$ cat src/timer_port_pkg.sv
// Constants for the timer host port and index pointer.
package timer_port_pkg;
	localparam int DATA_W = 16;
	localparam int BYTE_W = 8;
	localparam int NUM_CNT = 5;
	localparam int PTR_W = 6;
	localparam logic [2:0] GRP_CTRL = 3'h7;
	localparam logic [2:0] GRP_FIRST = 3'h1;
	localparam logic [2:0] GRP_LAST = 3'h5;
	localparam logic [1:0] ELEM_MODE = 2'h0;
	localparam logic [1:0] ELEM_LAST = 2'h2;
	localparam logic [1:0] ELEM_HOLD = 2'h3;
	// Control group elements.
	localparam logic [1:0] ELEM_ALARM1 = 2'h0;
	localparam logic [1:0] ELEM_MASTER = 2'h1;
	localparam logic [1:0] ELEM_ALARM2 = 2'h2;
	localparam int MM_BUS_WIDTH = 13;
	localparam int MM_SEQ_DIS = 14;
	localparam logic [15:0] MM_RESET = 16'h0000;
	// Command encodings: opcode in bits 7:5, counter select in bits 4:0.
	localparam logic [2:0] OP_PTR = 3'h0;
	localparam logic [2:0] OP_ARM = 3'h1;
	localparam logic [2:0] OP_LOAD = 3'h2;
	localparam logic [2:0] OP_LOADARM = 3'h3;
	localparam logic [2:0] OP_DISSAVE = 3'h4;
	localparam logic [2:0] OP_SAVE = 3'h5;
	localparam logic [2:0] OP_DISARM = 3'h6;
	localparam logic [2:0] OP_SPECIAL = 3'h7;
	localparam logic [2:0] TOP_ONES = 3'h7;
	localparam int STAT_BYTE = 0;
	localparam logic [4:0] SEL_NONE = 5'h00;
	localparam logic [7:0] BYTE_ZERO = 8'h00;
endpackage : timer_port_pkg

$ cat src/timer_reg_bank.sv
// Register memory for the counter groups: mode, load and hold per counter.
`timescale 1ns/1ps
module timer_reg_bank (
	// Clock and control.
	input  wire logic        clock,
	input  wire logic        clkEn,
	// Read port with registered data.
	input  wire logic [3:0]  rdAddr,
	output logic      [15:0] rdData,
	// Write port.
	input  wire logic        wrEn,
	input  wire logic [3:0]  wrAddr,
	input  wire logic [15:0] wrData
);
	logic [15:0] mem [0:15];

	always_ff @(posedge clock) begin
		if (clkEn) begin
			if (wrEn) begin
				mem[wrAddr] <= wrData;
			end
			rdData <= mem[rdAddr];
		end
	end
endmodule : timer_reg_bank

$ cat src/timer_host_port_pointer.sv
// Host port front end: control/data ports, index pointer, basic counter commands.
`timescale 1ns/1ps
module timer_host_port_pointer (
	// Clock, reset, enable.
	input  wire logic        clock,
	input  wire logic        rst_n,
	input  wire logic        clkEn,
	// Host bus pins.
	input  wire logic        chipSel_n,
	input  wire logic        rdStrobe_n,
	input  wire logic        wrStrobe_n,
	input  wire logic        portSel,
	input  wire logic [15:0] dataIn,
	output logic      [15:0] dataOut,
	output logic      [15:0] dataOe,
	// Counter side.
	input  wire logic [4:0]  countTick,
	input  wire logic [4:0]  counterOut,
	output logic      [4:0]  armed,
	output logic      [15:0] cnt1,
	output logic      [15:0] cnt2,
	output logic      [15:0] cnt3,
	output logic      [15:0] cnt4,
	output logic      [15:0] cnt5,
	output logic      [15:0] masterMode
);
	typedef enum logic [1:0] {
		IDLE  = 2'b00,
		RDACT = 2'b01,
		WRACT = 2'b10,
		FETCH = 2'b11
	} phase_e;

	typedef struct packed {
		logic [2:0]  csSync;
		logic [2:0]  rdSync;
		logic [2:0]  wrSync;
		logic [1:0]  cdSync;
		logic [31:0] dSync;
		phase_e      phase;
		logic        fetchWait;
		logic        isCtrl;
		logic [15:0] latchIn;
		logic [2:0]  grp;
		logic [1:0]  elem;
		logic        bytePtr;
		logic [15:0] mm;
		logic [15:0] alarm1;
		logic [15:0] alarm2;
		logic [15:0] prefetch;
		logic [4:0]  arm;
		logic [4:0][15:0] cnt;
		logic [15:0] dOut;
		logic [15:0] dOe;
		logic [4:0]  saveSel;
		logic        saveGo;
		logic [4:0]  loadSel;
		logic        loadGo;
		logic [2:0]  opIdx;
	} state_s;

	state_s st_r;
	state_s st_nxt;
	logic [15:0] bankRd;
	logic        bankWe;
	logic [3:0]  bankWa;
	logic [15:0] bankWd;
	logic [3:0]  bankRa;
	logic [15:0] cur;
	logic        adv;

	// Mode, load and hold rows of five words each; the hold-cycle code shares the hold row.
	function automatic logic [3:0] bankAddr(input logic [2:0] g, input logic [1:0] e);
		logic [1:0] r;
		r = (e == timer_port_pkg::ELEM_HOLD) ? timer_port_pkg::ELEM_LAST : e;
		bankAddr = {r, 2'b00} + {2'b00, r} + {1'b0, g - 3'h1};
	endfunction : bankAddr

	function automatic logic [7:0] statusByte(input logic bp, input logic [4:0] o);
		statusByte = {2'b00, o, bp};
	endfunction : statusByte

	timer_reg_bank u_bank (
		.clock  (clock),
		.clkEn  (clkEn),
		.rdAddr (bankRa),
		.rdData (bankRd),
		.wrEn   (bankWe),
		.wrAddr (bankWa),
		.wrData (bankWd)
	);

	logic csAct;
	logic rdAct;
	logic wrAct;
	logic wide;
	assign csAct = ~st_r.csSync[1];
	assign rdAct = csAct & ~st_r.rdSync[1];
	assign wrAct = csAct & ~st_r.wrSync[1];
	assign wide = st_r.mm[timer_port_pkg::MM_BUS_WIDTH];

	always_comb begin
		logic [15:0] wv;
		cur = 16'h0000;
		wv = 16'h0000;
		adv = 1'b0;
		st_nxt = st_r;
		bankWe = 1'b0;
		bankWa = bankAddr(st_r.grp, st_r.elem);
		bankWd = 16'h0000;
		bankRa = bankAddr(st_r.grp, st_r.elem);
		st_nxt.csSync = {st_r.csSync[1:0], chipSel_n};
		st_nxt.rdSync = {st_r.rdSync[1:0], rdStrobe_n};
		st_nxt.wrSync = {st_r.wrSync[1:0], wrStrobe_n};
		st_nxt.cdSync = {st_r.cdSync[0], portSel};
		st_nxt.dSync = {st_r.dSync[15:0], dataIn};
		// The load pacing flag is kept through the fetch so its first bank read lines up.
		st_nxt.saveGo = 1'b0;
		for (int i = 0; i < timer_port_pkg::NUM_CNT; i++) begin
			if (st_r.arm[i] && countTick[i]) begin
				st_nxt.cnt[i] = st_r.cnt[i] - 16'h0001;
			end
		end
		// Selected value of the current data-port location.
		if (st_r.grp == timer_port_pkg::GRP_CTRL) begin
			unique case (st_r.elem)
				timer_port_pkg::ELEM_ALARM1: cur = st_r.alarm1;
				timer_port_pkg::ELEM_MASTER: cur = st_r.mm;
				timer_port_pkg::ELEM_ALARM2: cur = st_r.alarm2;
				timer_port_pkg::ELEM_HOLD:
					cur = {8'h00, statusByte(st_r.bytePtr, counterOut)};
			endcase
		end else begin
			cur = bankRd;
		end
		unique case (st_r.phase)
			IDLE: begin
				st_nxt.dOe = 16'h0000;
				if (rdAct) begin
					st_nxt.phase = RDACT;
					st_nxt.isCtrl = st_r.cdSync[1];
					if (st_r.cdSync[1]) begin
						st_nxt.dOut = {8'h00, statusByte(st_r.bytePtr, counterOut)};
						st_nxt.dOe = 16'h00FF;
					end else if (wide) begin
						st_nxt.dOut = st_r.prefetch;
						st_nxt.dOe = 16'hFFFF;
					end else begin
						st_nxt.dOut = {8'h00, st_r.bytePtr ? st_r.prefetch[7:0]
							: st_r.prefetch[15:8]};
						st_nxt.dOe = 16'h00FF;
					end
				end else if (wrAct) begin
					st_nxt.phase = WRACT;
					st_nxt.isCtrl = st_r.cdSync[1];
				end
			end
			RDACT: begin
				if (!rdAct) begin
					st_nxt.dOe = 16'h0000;
					st_nxt.phase = st_r.isCtrl ? IDLE : FETCH;
					adv = ~st_r.isCtrl;
				end
			end
			WRACT: begin
				st_nxt.latchIn = st_r.dSync[31:16];
				if (!wrAct) begin
					st_nxt.phase = FETCH;
					if (st_r.isCtrl) begin
						unique case (st_r.latchIn[7:5])
							timer_port_pkg::OP_PTR: begin
								st_nxt.grp = st_r.latchIn[2:0];
								st_nxt.elem = st_r.latchIn[4:3];
								st_nxt.bytePtr = 1'b1;
							end
							timer_port_pkg::OP_ARM:
								st_nxt.arm = st_r.arm | st_r.latchIn[4:0];
							timer_port_pkg::OP_LOAD: begin
								st_nxt.loadSel = st_r.latchIn[4:0];
								st_nxt.loadGo = 1'b1;
								st_nxt.opIdx = 3'h0;
							end
							timer_port_pkg::OP_LOADARM: begin
								st_nxt.loadSel = st_r.latchIn[4:0];
								st_nxt.loadGo = 1'b1;
								st_nxt.opIdx = 3'h0;
								st_nxt.arm = st_r.arm | st_r.latchIn[4:0];
							end
							timer_port_pkg::OP_DISSAVE: begin
								st_nxt.arm = st_r.arm & ~st_r.latchIn[4:0];
								st_nxt.saveSel = st_r.latchIn[4:0];
								st_nxt.saveGo = 1'b1;
								st_nxt.opIdx = 3'h0;
							end
							timer_port_pkg::OP_SAVE: begin
								st_nxt.saveSel = st_r.latchIn[4:0];
								st_nxt.saveGo = 1'b1;
								st_nxt.opIdx = 3'h0;
							end
							timer_port_pkg::OP_DISARM:
								st_nxt.arm = st_r.arm & ~st_r.latchIn[4:0];
							timer_port_pkg::OP_SPECIAL:
								if (st_r.latchIn[4:0] == 5'h17
									&& st_r.dSync[31:29] == timer_port_pkg::TOP_ONES) begin
									st_nxt.mm[timer_port_pkg::MM_BUS_WIDTH] = 1'b1;
								end else if (st_r.latchIn[4:0] == 5'h0F) begin
									st_nxt.mm[timer_port_pkg::MM_BUS_WIDTH] = 1'b0;
								end
						endcase
					end else begin
						if (wide) begin
							wv = st_r.latchIn;
						end else if (st_r.bytePtr) begin
							wv = {cur[15:8], st_r.latchIn[7:0]};
						end else begin
							wv = {st_r.latchIn[7:0], cur[7:0]};
						end
						if (st_r.grp == timer_port_pkg::GRP_CTRL) begin
							unique case (st_r.elem)
								timer_port_pkg::ELEM_ALARM1: st_nxt.alarm1 = wv;
								timer_port_pkg::ELEM_MASTER: st_nxt.mm = wv;
								timer_port_pkg::ELEM_ALARM2: st_nxt.alarm2 = wv;
								timer_port_pkg::ELEM_HOLD: ;
							endcase
						end else begin
							bankWe = 1'b1;
							bankWd = wv;
						end
						adv = 1'b1;
					end
				end
			end
			FETCH: begin
				// The bank read is registered, so the new pointer's word lands one cycle late.
				st_nxt.fetchWait = ~st_r.fetchWait;
				if (st_r.fetchWait) begin
					st_nxt.prefetch = cur;
					st_nxt.phase = IDLE;
				end
			end
		endcase
		// Index pointer sequencing after a data-port transfer.
		if (adv) begin
			if (!wide) begin
				st_nxt.bytePtr = ~st_r.bytePtr;
			end else begin
				st_nxt.bytePtr = 1'b1;
			end
			if (!st_r.mm[timer_port_pkg::MM_SEQ_DIS] && (wide || !st_r.bytePtr)) begin
				if (st_r.grp == timer_port_pkg::GRP_CTRL) begin
					if (st_r.elem != timer_port_pkg::ELEM_HOLD) begin
						st_nxt.elem = (st_r.elem == timer_port_pkg::ELEM_LAST)
							? timer_port_pkg::ELEM_MODE : st_r.elem + 2'h1;
					end
				end else if (st_r.elem == timer_port_pkg::ELEM_HOLD) begin
					st_nxt.grp = (st_r.grp >= timer_port_pkg::GRP_LAST)
						? timer_port_pkg::GRP_FIRST : st_r.grp + 3'h1;
				end else if (st_r.elem == timer_port_pkg::ELEM_LAST) begin
					st_nxt.elem = timer_port_pkg::ELEM_MODE;
					st_nxt.grp = (st_r.grp >= timer_port_pkg::GRP_LAST)
						? timer_port_pkg::GRP_FIRST : st_r.grp + 3'h1;
				end else begin
					st_nxt.elem = st_r.elem + 2'h1;
				end
			end
		end
		// Save walks the counters one per cycle, load one per two cycles (address, then capture), through the bank port.
		if (st_r.phase == FETCH) begin
			bankRa = bankAddr(st_r.grp, st_r.elem);
		end else if (st_r.loadSel != timer_port_pkg::SEL_NONE) begin
			bankRa = bankAddr(st_r.opIdx + 3'h1, 2'h1);
		end
		if (st_r.saveSel != timer_port_pkg::SEL_NONE && !bankWe) begin
			if (st_r.saveSel[st_r.opIdx]) begin
				bankWe = 1'b1;
				bankWa = bankAddr(st_r.opIdx + 3'h1, timer_port_pkg::ELEM_LAST);
				bankWd = st_r.cnt[st_r.opIdx];
			end
			st_nxt.saveSel[st_r.opIdx] = 1'b0;
			st_nxt.opIdx = (st_r.opIdx == 3'h4) ? 3'h0 : st_r.opIdx + 3'h1;
		end else if (st_r.loadSel != timer_port_pkg::SEL_NONE && st_r.phase != FETCH) begin
			if (st_r.loadGo) begin
				st_nxt.loadGo = 1'b0;
			end else begin
				if (st_r.loadSel[st_r.opIdx]) begin
					st_nxt.cnt[st_r.opIdx] = bankRd;
				end
				st_nxt.loadSel[st_r.opIdx] = 1'b0;
				st_nxt.opIdx = (st_r.opIdx == 3'h4) ? 3'h0 : st_r.opIdx + 3'h1;
				st_nxt.loadGo = 1'b1;
			end
		end
		if (!rst_n) begin
			st_nxt = '0;
			st_nxt.csSync = 3'h7;
			st_nxt.rdSync = 3'h7;
			st_nxt.wrSync = 3'h7;
			st_nxt.phase = IDLE;
			st_nxt.mm = timer_port_pkg::MM_RESET;
			st_nxt.bytePtr = 1'b1;
		end
	end

	always_ff @(posedge clock) begin
		if (clkEn || !rst_n) begin
			st_r <= st_nxt;
		end
	end

	always_comb begin
		dataOut = st_r.dOut;
		dataOe = st_r.dOe;
		armed = st_r.arm;
		cnt1 = st_r.cnt[0];
		cnt2 = st_r.cnt[1];
		cnt3 = st_r.cnt[2];
		cnt4 = st_r.cnt[3];
		cnt5 = st_r.cnt[4];
		masterMode = st_r.mm;
	end

	ptr_hold_a: assert property (@(posedge clock) disable iff (!rst_n)
		(adv && clkEn && st_r.grp == timer_port_pkg::GRP_CTRL
			&& st_r.elem == timer_port_pkg::ELEM_HOLD)
		|=> ($stable(st_r.grp) && $stable(st_r.elem))
		) else $error("status location advanced");
	grp_range_a: assert property (@(posedge clock) disable iff (!rst_n)
		(adv && st_r.grp != 3'h7 && st_r.grp != 3'h0) |=> (st_r.grp inside {[3'h1:3'h5]})
		) else $error("group left counter set");
	cs_ignore_a: assert property (@(posedge clock) disable iff (!rst_n)
		(st_r.phase == IDLE && !csAct && clkEn) |=> st_r.phase == IDLE
		) else $error("strobe taken without chip select");
	wide_byte_a: assert property (@(posedge clock) disable iff (!rst_n)
		(wide && adv) |=> st_r.bytePtr
		) else $error("byte flag cleared in wide mode");
	seq_off_a: assert property (@(posedge clock) disable iff (!rst_n)
		(adv && st_r.mm[timer_port_pkg::MM_SEQ_DIS] && clkEn)
		|=> ($stable(st_r.grp) && $stable(st_r.elem))
		) else $error("pointer advanced with sequencing off");
	ctrl_width_a: assert property (@(posedge clock) disable iff (!rst_n)
		(st_r.isCtrl && st_r.phase == RDACT) |-> st_r.dOe[15:8] == 8'h00
		) else $error("control read drove high lines");
	narrow_oe_a: assert property (@(posedge clock) disable iff (!rst_n)
		!wide |-> st_r.dOe[15:8] == 8'h00
		) else $error("high lines driven in narrow mode");
	prefetch_a: assert property (@(posedge clock) disable iff (!rst_n)
		(st_r.phase == FETCH && st_r.fetchWait && clkEn) |=> st_r.prefetch == $past(cur)
		) else $error("prefetch missed");
	rd_cov: cover property (@(posedge clock) st_r.phase == RDACT);
	wr_cov: cover property (@(posedge clock) st_r.phase == WRACT && !st_r.isCtrl);
	wrap_cov: cover property (@(posedge clock) adv && st_r.elem == 2'h2);
endmodule : timer_host_port_pointer

$ cat config.mk
export PLATFORM = sky130hd
export DESIGN_NAME = timer_host_port_pointer
export DESIGN_NICKNAME = d
export VERILOG_FILES = /design/src/timer_port_pkg.sv /design/src/timer_reg_bank.sv /design/src/timer_host_port_pointer.sv
export SDC_FILE = /design/constraint.sdc
export NUM_CORES = 1
export LEC_CHECK = 0
export BUFFER_PORTS_ARGS = -buffer_cell sky130_fd_sc_hd__buf_2
export CAP_MARGIN = 15
export CORE_MARGIN = 2
export CORE_UTILIZATION = 49
export CTS_BUF_LIST = sky130_fd_sc_hd__clkbuf_2 sky130_fd_sc_hd__clkbuf_4 sky130_fd_sc_hd__clkbuf_8
export DETAILED_ROUTE_END_ITERATION = 10
export GPL_TIMING_DRIVEN = 0
export PLACE_DENSITY = 0.71
export SLEW_MARGIN = 25
export SYNTH_ARGS = -nofsm -noshare
export SYNTH_HDL_FRONTEND = slang
export SYNTH_SLANG_ARGS = --single-unit
export TNS_END_PERCENT = 100
$ cat constraint.sdc
create_clock -name clock -period 5.8 [get_ports clock]
set_clock_uncertainty 0.1 [all_clocks]
set_input_delay 0.58 -clock clock [delete_from_list [all_inputs] [get_ports clock]]
set_output_delay 0.58 -clock clock [all_outputs]
set_load 0.01 [all_outputs]
Word-level counts from Yosys, hierarchy flattened
Memories as Yosys holds them, arrays and structs flattened. A register that Yosys moved wholly into a read port is not among the register bits.
Cells that the tools add are included.
- memories: 1
- bits in writable memories: 256
- input bits: 33
- logic and storage cells: 258
- register bits after elaboration: 261
- multiplexer cells: 111
- add/sub/neg operators: 14
- reductions and logical operators: 39
- equal/unequal tests: 47
- magnitude comparators: 3
- bitwise operators: 14
- memories (name ; words ; width ; rd ports ; clocked after Yosys merged registers in ; wr ports ; line ; source):
    u_bank.mem ; 16 ; 16 ; 1 ; 1 ; 1 ; timer_reg_bank.sv:15 ; logic [15:0] mem [0:15];
- operators with widths (kind ; number):
    2-to-1 mux 16 bit ; 23
    2-to-1 mux 80 bit ; 4
    2-to-1 mux 32 bit ; 3
    bitwise mux 80 bit ; 1
    subtractor 16 x 1 -> 16 bit (second input constant) ; 5
    2-to-1 mux 70 bit ; 1
    case mux 16 bit (4 select lines) ; 1
    2-to-1 mux 54 bit ; 1
    binary-select mux 16 bit (select 3 bit) ; 1
    demux 16 bit (select 3 bit) ; 1
    2-to-1 mux 48 bit ; 1
    2-to-1 mux 15 bit ; 3
    2-to-1 mux 45 bit ; 1
    2-to-1 mux 6 bit ; 6
    case mux 16 bit (2 select lines) ; 1
    2-to-1 mux 5 bit ; 6
    2-to-1 mux 1 bit ; 25
    2-to-1 mux 2 bit ; 12
    2-to-1 mux 3 bit ; 8
    equality test 3 bit (second input constant) ; 7
    != test 3 x 1 -> 1 bit (second input constant) ; 7
    != test 2 x 1 -> 1 bit (second input constant) ; 10
    AND reduction 6 bit ; 3
    2-to-1 mux 4 bit ; 4
    other kinds (45) ; 93

Longest topological paths before layout
- depth in word-level cells: 15
- gate-level depth with buffers: 15
- depth with buffers taken out: 10

Cells and area by module
From an unflattened synthesis, not the netlist that was laid out.
- cells, all modules: 1872
- area, all modules: 25555.8 sq um
- by module, submodules not included (module ; sequential area each (sq um) ; cells each ; area each (sq um) ; times used):
    timer_host_port_pointer ; 7417.1 ; 1439 ; 15302.2 ; 1
    timer_reg_bank ; 8167.8 ; 433 ; 10253.6 ; 1

Worst setup path before layout
No wires, ideal clock.
- kind: input-to-reg
- start point: input clkEn
- end point: register st_r[220] (netlist name) (enable)
- arrival: 4.655 ns
- cell stages on the path: 3
- buffers on the path: 0
- required time: 5.351 ns
- setup slack: 0.696 ns
- cells stage by stage: nand2b_1 o31ai_1 a221oi_1
- cells in the longest elaborated chain, start to end: 2
- ends and longest elaborated chain (element ; line ; source):
    start, declared ; timer_host_port_pointer.sv:7 ; input wire logic clkEn,
    logical OR 1 bit ; timer_host_port_pointer.sv:305 ; if (clkEn || !rst_n) begin
    AND reduction 5 bit (no line) ; n/a ;
    end signal, assigned ; timer_host_port_pointer.sv:306 ; st_r <= st_nxt;
    end, declared ; timer_host_port_pointer.sv:62 ; state_s st_r;
No other way between the ends.
A chain may end at the register's enable or synchronous reset.

Final worst setup path
- start point: register st_r[1] (netlist name)
- end point: register u_bank.rdData[5] (read register of u_bank.mem), data pin
- cells in the longest elaborated chain, start to end: 5
- ends and longest elaborated chain (element ; line ; source):
    adder 3 x 1 -> 3 bit ; timer_host_port_pointer.sv:271 ; bankRa = bankAddr(st_r.opIdx + 3'h1, 2'h1);
    subtractor 3 x 1 -> 3 bit ; timer_host_port_pointer.sv:76 ; bankAddr = {r, 2'b00} + {2'b00, r} + {1'b0, g - 3'h1};
    adder 3 x 3 -> 4 bit ; timer_host_port_pointer.sv:76 ;
    2-to-1 mux 4 bit ; timer_host_port_pointer.sv:270 ; end else if (st_r.loadSel != timer_port_pkg::SEL_NONE) begin
    2-to-1 mux 4 bit ; timer_host_port_pointer.sv:268 ; if (st_r.phase == FETCH) begin
    end, declared ; timer_reg_bank.sv:9 ; output logic [15:0] rdData,
No other way between the ends.

==> summary.md <==
| Metric | Value |
|---|---|
| Mapped Cells | 2060 |
| Worst Setup Path Type | reg -> reg |
| Most common cell after layout, fill and taps aside | edfxtp_1 |
| Final core occ | 57.3% |
| Total CTS buffers | 85 |
| Ys flop type | edfxtp_1 |
| Critical Path AT | 5.61 ns |
| WL/cell | 24.5 um |
| Unrepaired setup endpoints after global routing | false |
| Reg2reg end | u_bank.rdData[5]$_DFFE_PP_ |
| Placed insts | 2959 |
| Vias in the first global route | 18400 |
| Clock Pin Slew Worst Setup and Hold Paths | 0.06 ns |
| Vias per cell | 6.01 |
| Setup repair bufs after CTS | 0 |
| Initial antenna violation count | 2 |
| CTS H-Tree Depth | 3 |
| Area delta synth->final | 15.2% |
| Buffers and inverters on the worst path | 6 |
| Hold Crit Class | in -> reg |
| Worst hold stages | 2 |
| Hold path start | wrStrobe_n |
| Synth Register Bits | 519 |
| Critical path cell sequence | clkbuf_1 -> inv_1 -> clkbuf_1 -> clkbuf_1 -> ha_1 -> clkbuf_1 -> nor2b_1 -> or2_2 -> ha_1 -> a21oi_1 -> nand2_1 -> o22ai_1 -> clkbuf_1 -> a211oi_1 |
| Register area share after synthesis | 59.4% |
| Die W | 235 um |
| Final GP Congestion | 0.990 |
| Reg2Reg Depth | 14 |
| Layout cell share with drive strength beyond 1 | 25.0% |
| Hold path endpoint | st_r[256]$_SDFFCE_PN1N_ |
| Iter 0 DRT Violations | 2122 |
| Most used cell, CP | clkbuf_1 |
| Yosys Warn Count | 0 |
| Unique masters post-synth | 63 |
| Worst VDD drop | 0.167 mV |
| CP max stage cell | o22ai_1 |
| Die span in y | 235 um |
| Post-synth ARST share | 0% |
| Global-route wire length before repair | 113000 um |
| Ports | 166 |
| Clock buffer depth | 3 |
| Worst EP required | 6.09 ns |
| Max-cap violation count | 0 |
| Worst-Margin Slew | 1.08 ns |
| Crit share post-route | 91.9% |
| Max_slew headroom | 28.2% |
| Setup TNS | 0 ns |
| Post-CTS Resized | 0 |
| Final min period | 5.33 ns |
| Core ar. | 52800 um2 |
| PD cells | 397 nW/um2 |
| Crit-path leading delay family | buffers and inverters |
| Endpoints failing hold | 0 |
| CP max FO | 10 |
| Gr usage total | 27.2% |
| Dpl hpwl | 54600 um |
| Final net count | 2415 |
| Drt pass-1 iters | 6 |
| Skew-Pair Late Insertion Delay | 0.70 ns |
| Final ANT Viol Nets | 0 |
| Synth Area per Inst | 12.7 um2 |
| FMAX | 188 MHz |
| Root Buffer | clkbuf_8 |
| Largest stage delay, worst path | 0.68 ns |
| Number of flops mapped to enable cells by yosys | 519 |
| Final setup fails | 0 |
| Pre-CTS WS | 0.648 ns |
| Leakage | 11.1 nW |
| Synthesized cell area | 26200 um2 |
| Synth Net Count | 2117 |
| Die area | 55400 um2 |
| Setup ws final | 0.473 ns |
| # port buffers | 164 |
| Crit start category | flop |
| Grt ovf | 0 |
| Reg-to-Reg Start | st_r[1]$_SDFFCE_PN0N_ |
| Worst setup EP type | flop |
| Largest net degree at the start of global routing | 52 |
| Most frequent cells in the layout | edfxtp_1, nor2_1, buf_2 |
| WL final | 76200 um |
| Total Power | 12.0 mW |
| Via Count | 18700 |
| Setup slack, reg-to-reg | 0.47 ns |
| Clock sink count | 519 |
| Slew Viols, Final | 0 |
| CTS tree | built |
| DRC | 0 |
| Initial core utilization | 49.7% |
| Status | complete, no violations |
| Final Non-Filler Cells | 3110 |
| # hold bufs at CTS | 0 |
| Num rows | 84 |
[layer usage]
layer / GRT usage (%) / vias to the layer above / part of all wire [%]
li1: - / 8322 / -
met1: 35.7 / 9182 / 40
met2: 43.1 / 996 / 47
met3: 5.79 / 196 / 9.2
met4: 13.2 / 0 / 4.4
met5: 0 / - / 0
[synth_stat cells (all sizes together), types with 16 or more instances]
master / instances / area share, %
a211oi: 91 / 2.6
a21oi: 57 / 1.1
a221oi: 33 / 1.1
and2: 55 / 1.3
and3: 16 / 0.38
buf: 161 / 4.3
clkbuf: 103 / 1.5
edfxtp: 519 / 59
ha: 23 / 1.1
inv: 28 / 0.40
mux2: 25 / 1.1
mux2i: 161 / 6.2
mux4: 39 / 3.3
nand2: 103 / 1.5
nand2b: 19 / 0.45
nand3: 26 / 0.50
nor2: 203 / 2.9
nor2b: 16 / 0.38
nor3: 26 / 0.50
nor3b: 25 / 0.73
nor4: 19 / 0.52
o21ai: 58 / 1.1
o22ai: 59 / 1.4
xnor2: 50 / 1.7
xor2: 26 / 0.87
[final cells by class]
| class | instances | area [um2] |
|---|---|---|
| fillers | 4225 | 22500 |
| plain buffers | 264 | 1530 |
| well taps | 688 | 861 |
| repair buffers | 211 | 1290 |
| multi-input cells | 1248 | 9260 |
| inverters | 29 | 109 |
| clock inverters | 46 | 274 |
| clock buffers | 104 | 1310 |
| diodes | 1 | 2.50 |
| flip-flops and latches | 519 | 15600 |
[how the worst max path moves through the flow]
stage / slack [ns] / cells past startpoint / to / from
global placement: -1.64 / 4 / st_r[220]$_SDFFCE_PN0P_ / clkEn
detailed placement: 0.65 / 14 / u_bank.rdData[2]$_DFFE_PP_ / st_r[1]$_SDFFCE_PN0N_
CTS: 0.64 / 14 / u_bank.rdData[2]$_DFFE_PP_ / st_r[1]$_SDFFCE_PN0N_
global route: 0.18 / 14 / u_bank.rdData[4]$_DFFE_PP_ / st_r[1]$_SDFFCE_PN0N_
floorplan: 0.70 / 3 / st_r[220]$_SDFFCE_PN0P_ / clkEn
finish: 0.47 / 14 / u_bank.rdData[5]$_DFFE_PP_ / st_r[1]$_SDFFCE_PN0N_
[sequential cells by signal (all words and copies together), names as in the netlist]
register       cells
cnt2              16
dataOe             2
cnt1              16
armed              5
masterMode        16
cnt3              16
u_bank.rdData     16
dataOut           16
cnt4              16
st_r             128
cnt5              16
u_bank.mem       256
[stage by stage]
stage,hold WS [ns],instance area [um2]
3_3_place_gp,0.381,27900
2_1_floorplan,0.377,26200
3_5_place_dp,0.388,28600
6_report,0.0663,30200
4_1_cts,0.0188,30200
5_1_grt,0.0554,30200
[cell families after synthesis]
logic type | Yosys count | synth area share, %
adder cells (fa/ha/maj) | 24 | 1.17
multiplexers | 225 | 10.6
AND/OR/NAND/NOR | 546 | 10.2
XOR/XNOR | 76 | 2.54
AO/OA/AOI/OAI | 377 | 9.84
flip-flops | 519 | 59.4
buffers and inverters | 293 | 6.23
[power breakdown]
group | total [mW] | switching (mW) | internal [mW] | leakage, nW
Sequential | 5.27 | 0.569 | 4.70 | 5.14
Combinational | 3.68 | 2.26 | 1.42 | 5.11
Clock | 3.05 | 1.50 | 1.55 | 0.841
(Power assumes the default switching activity.)
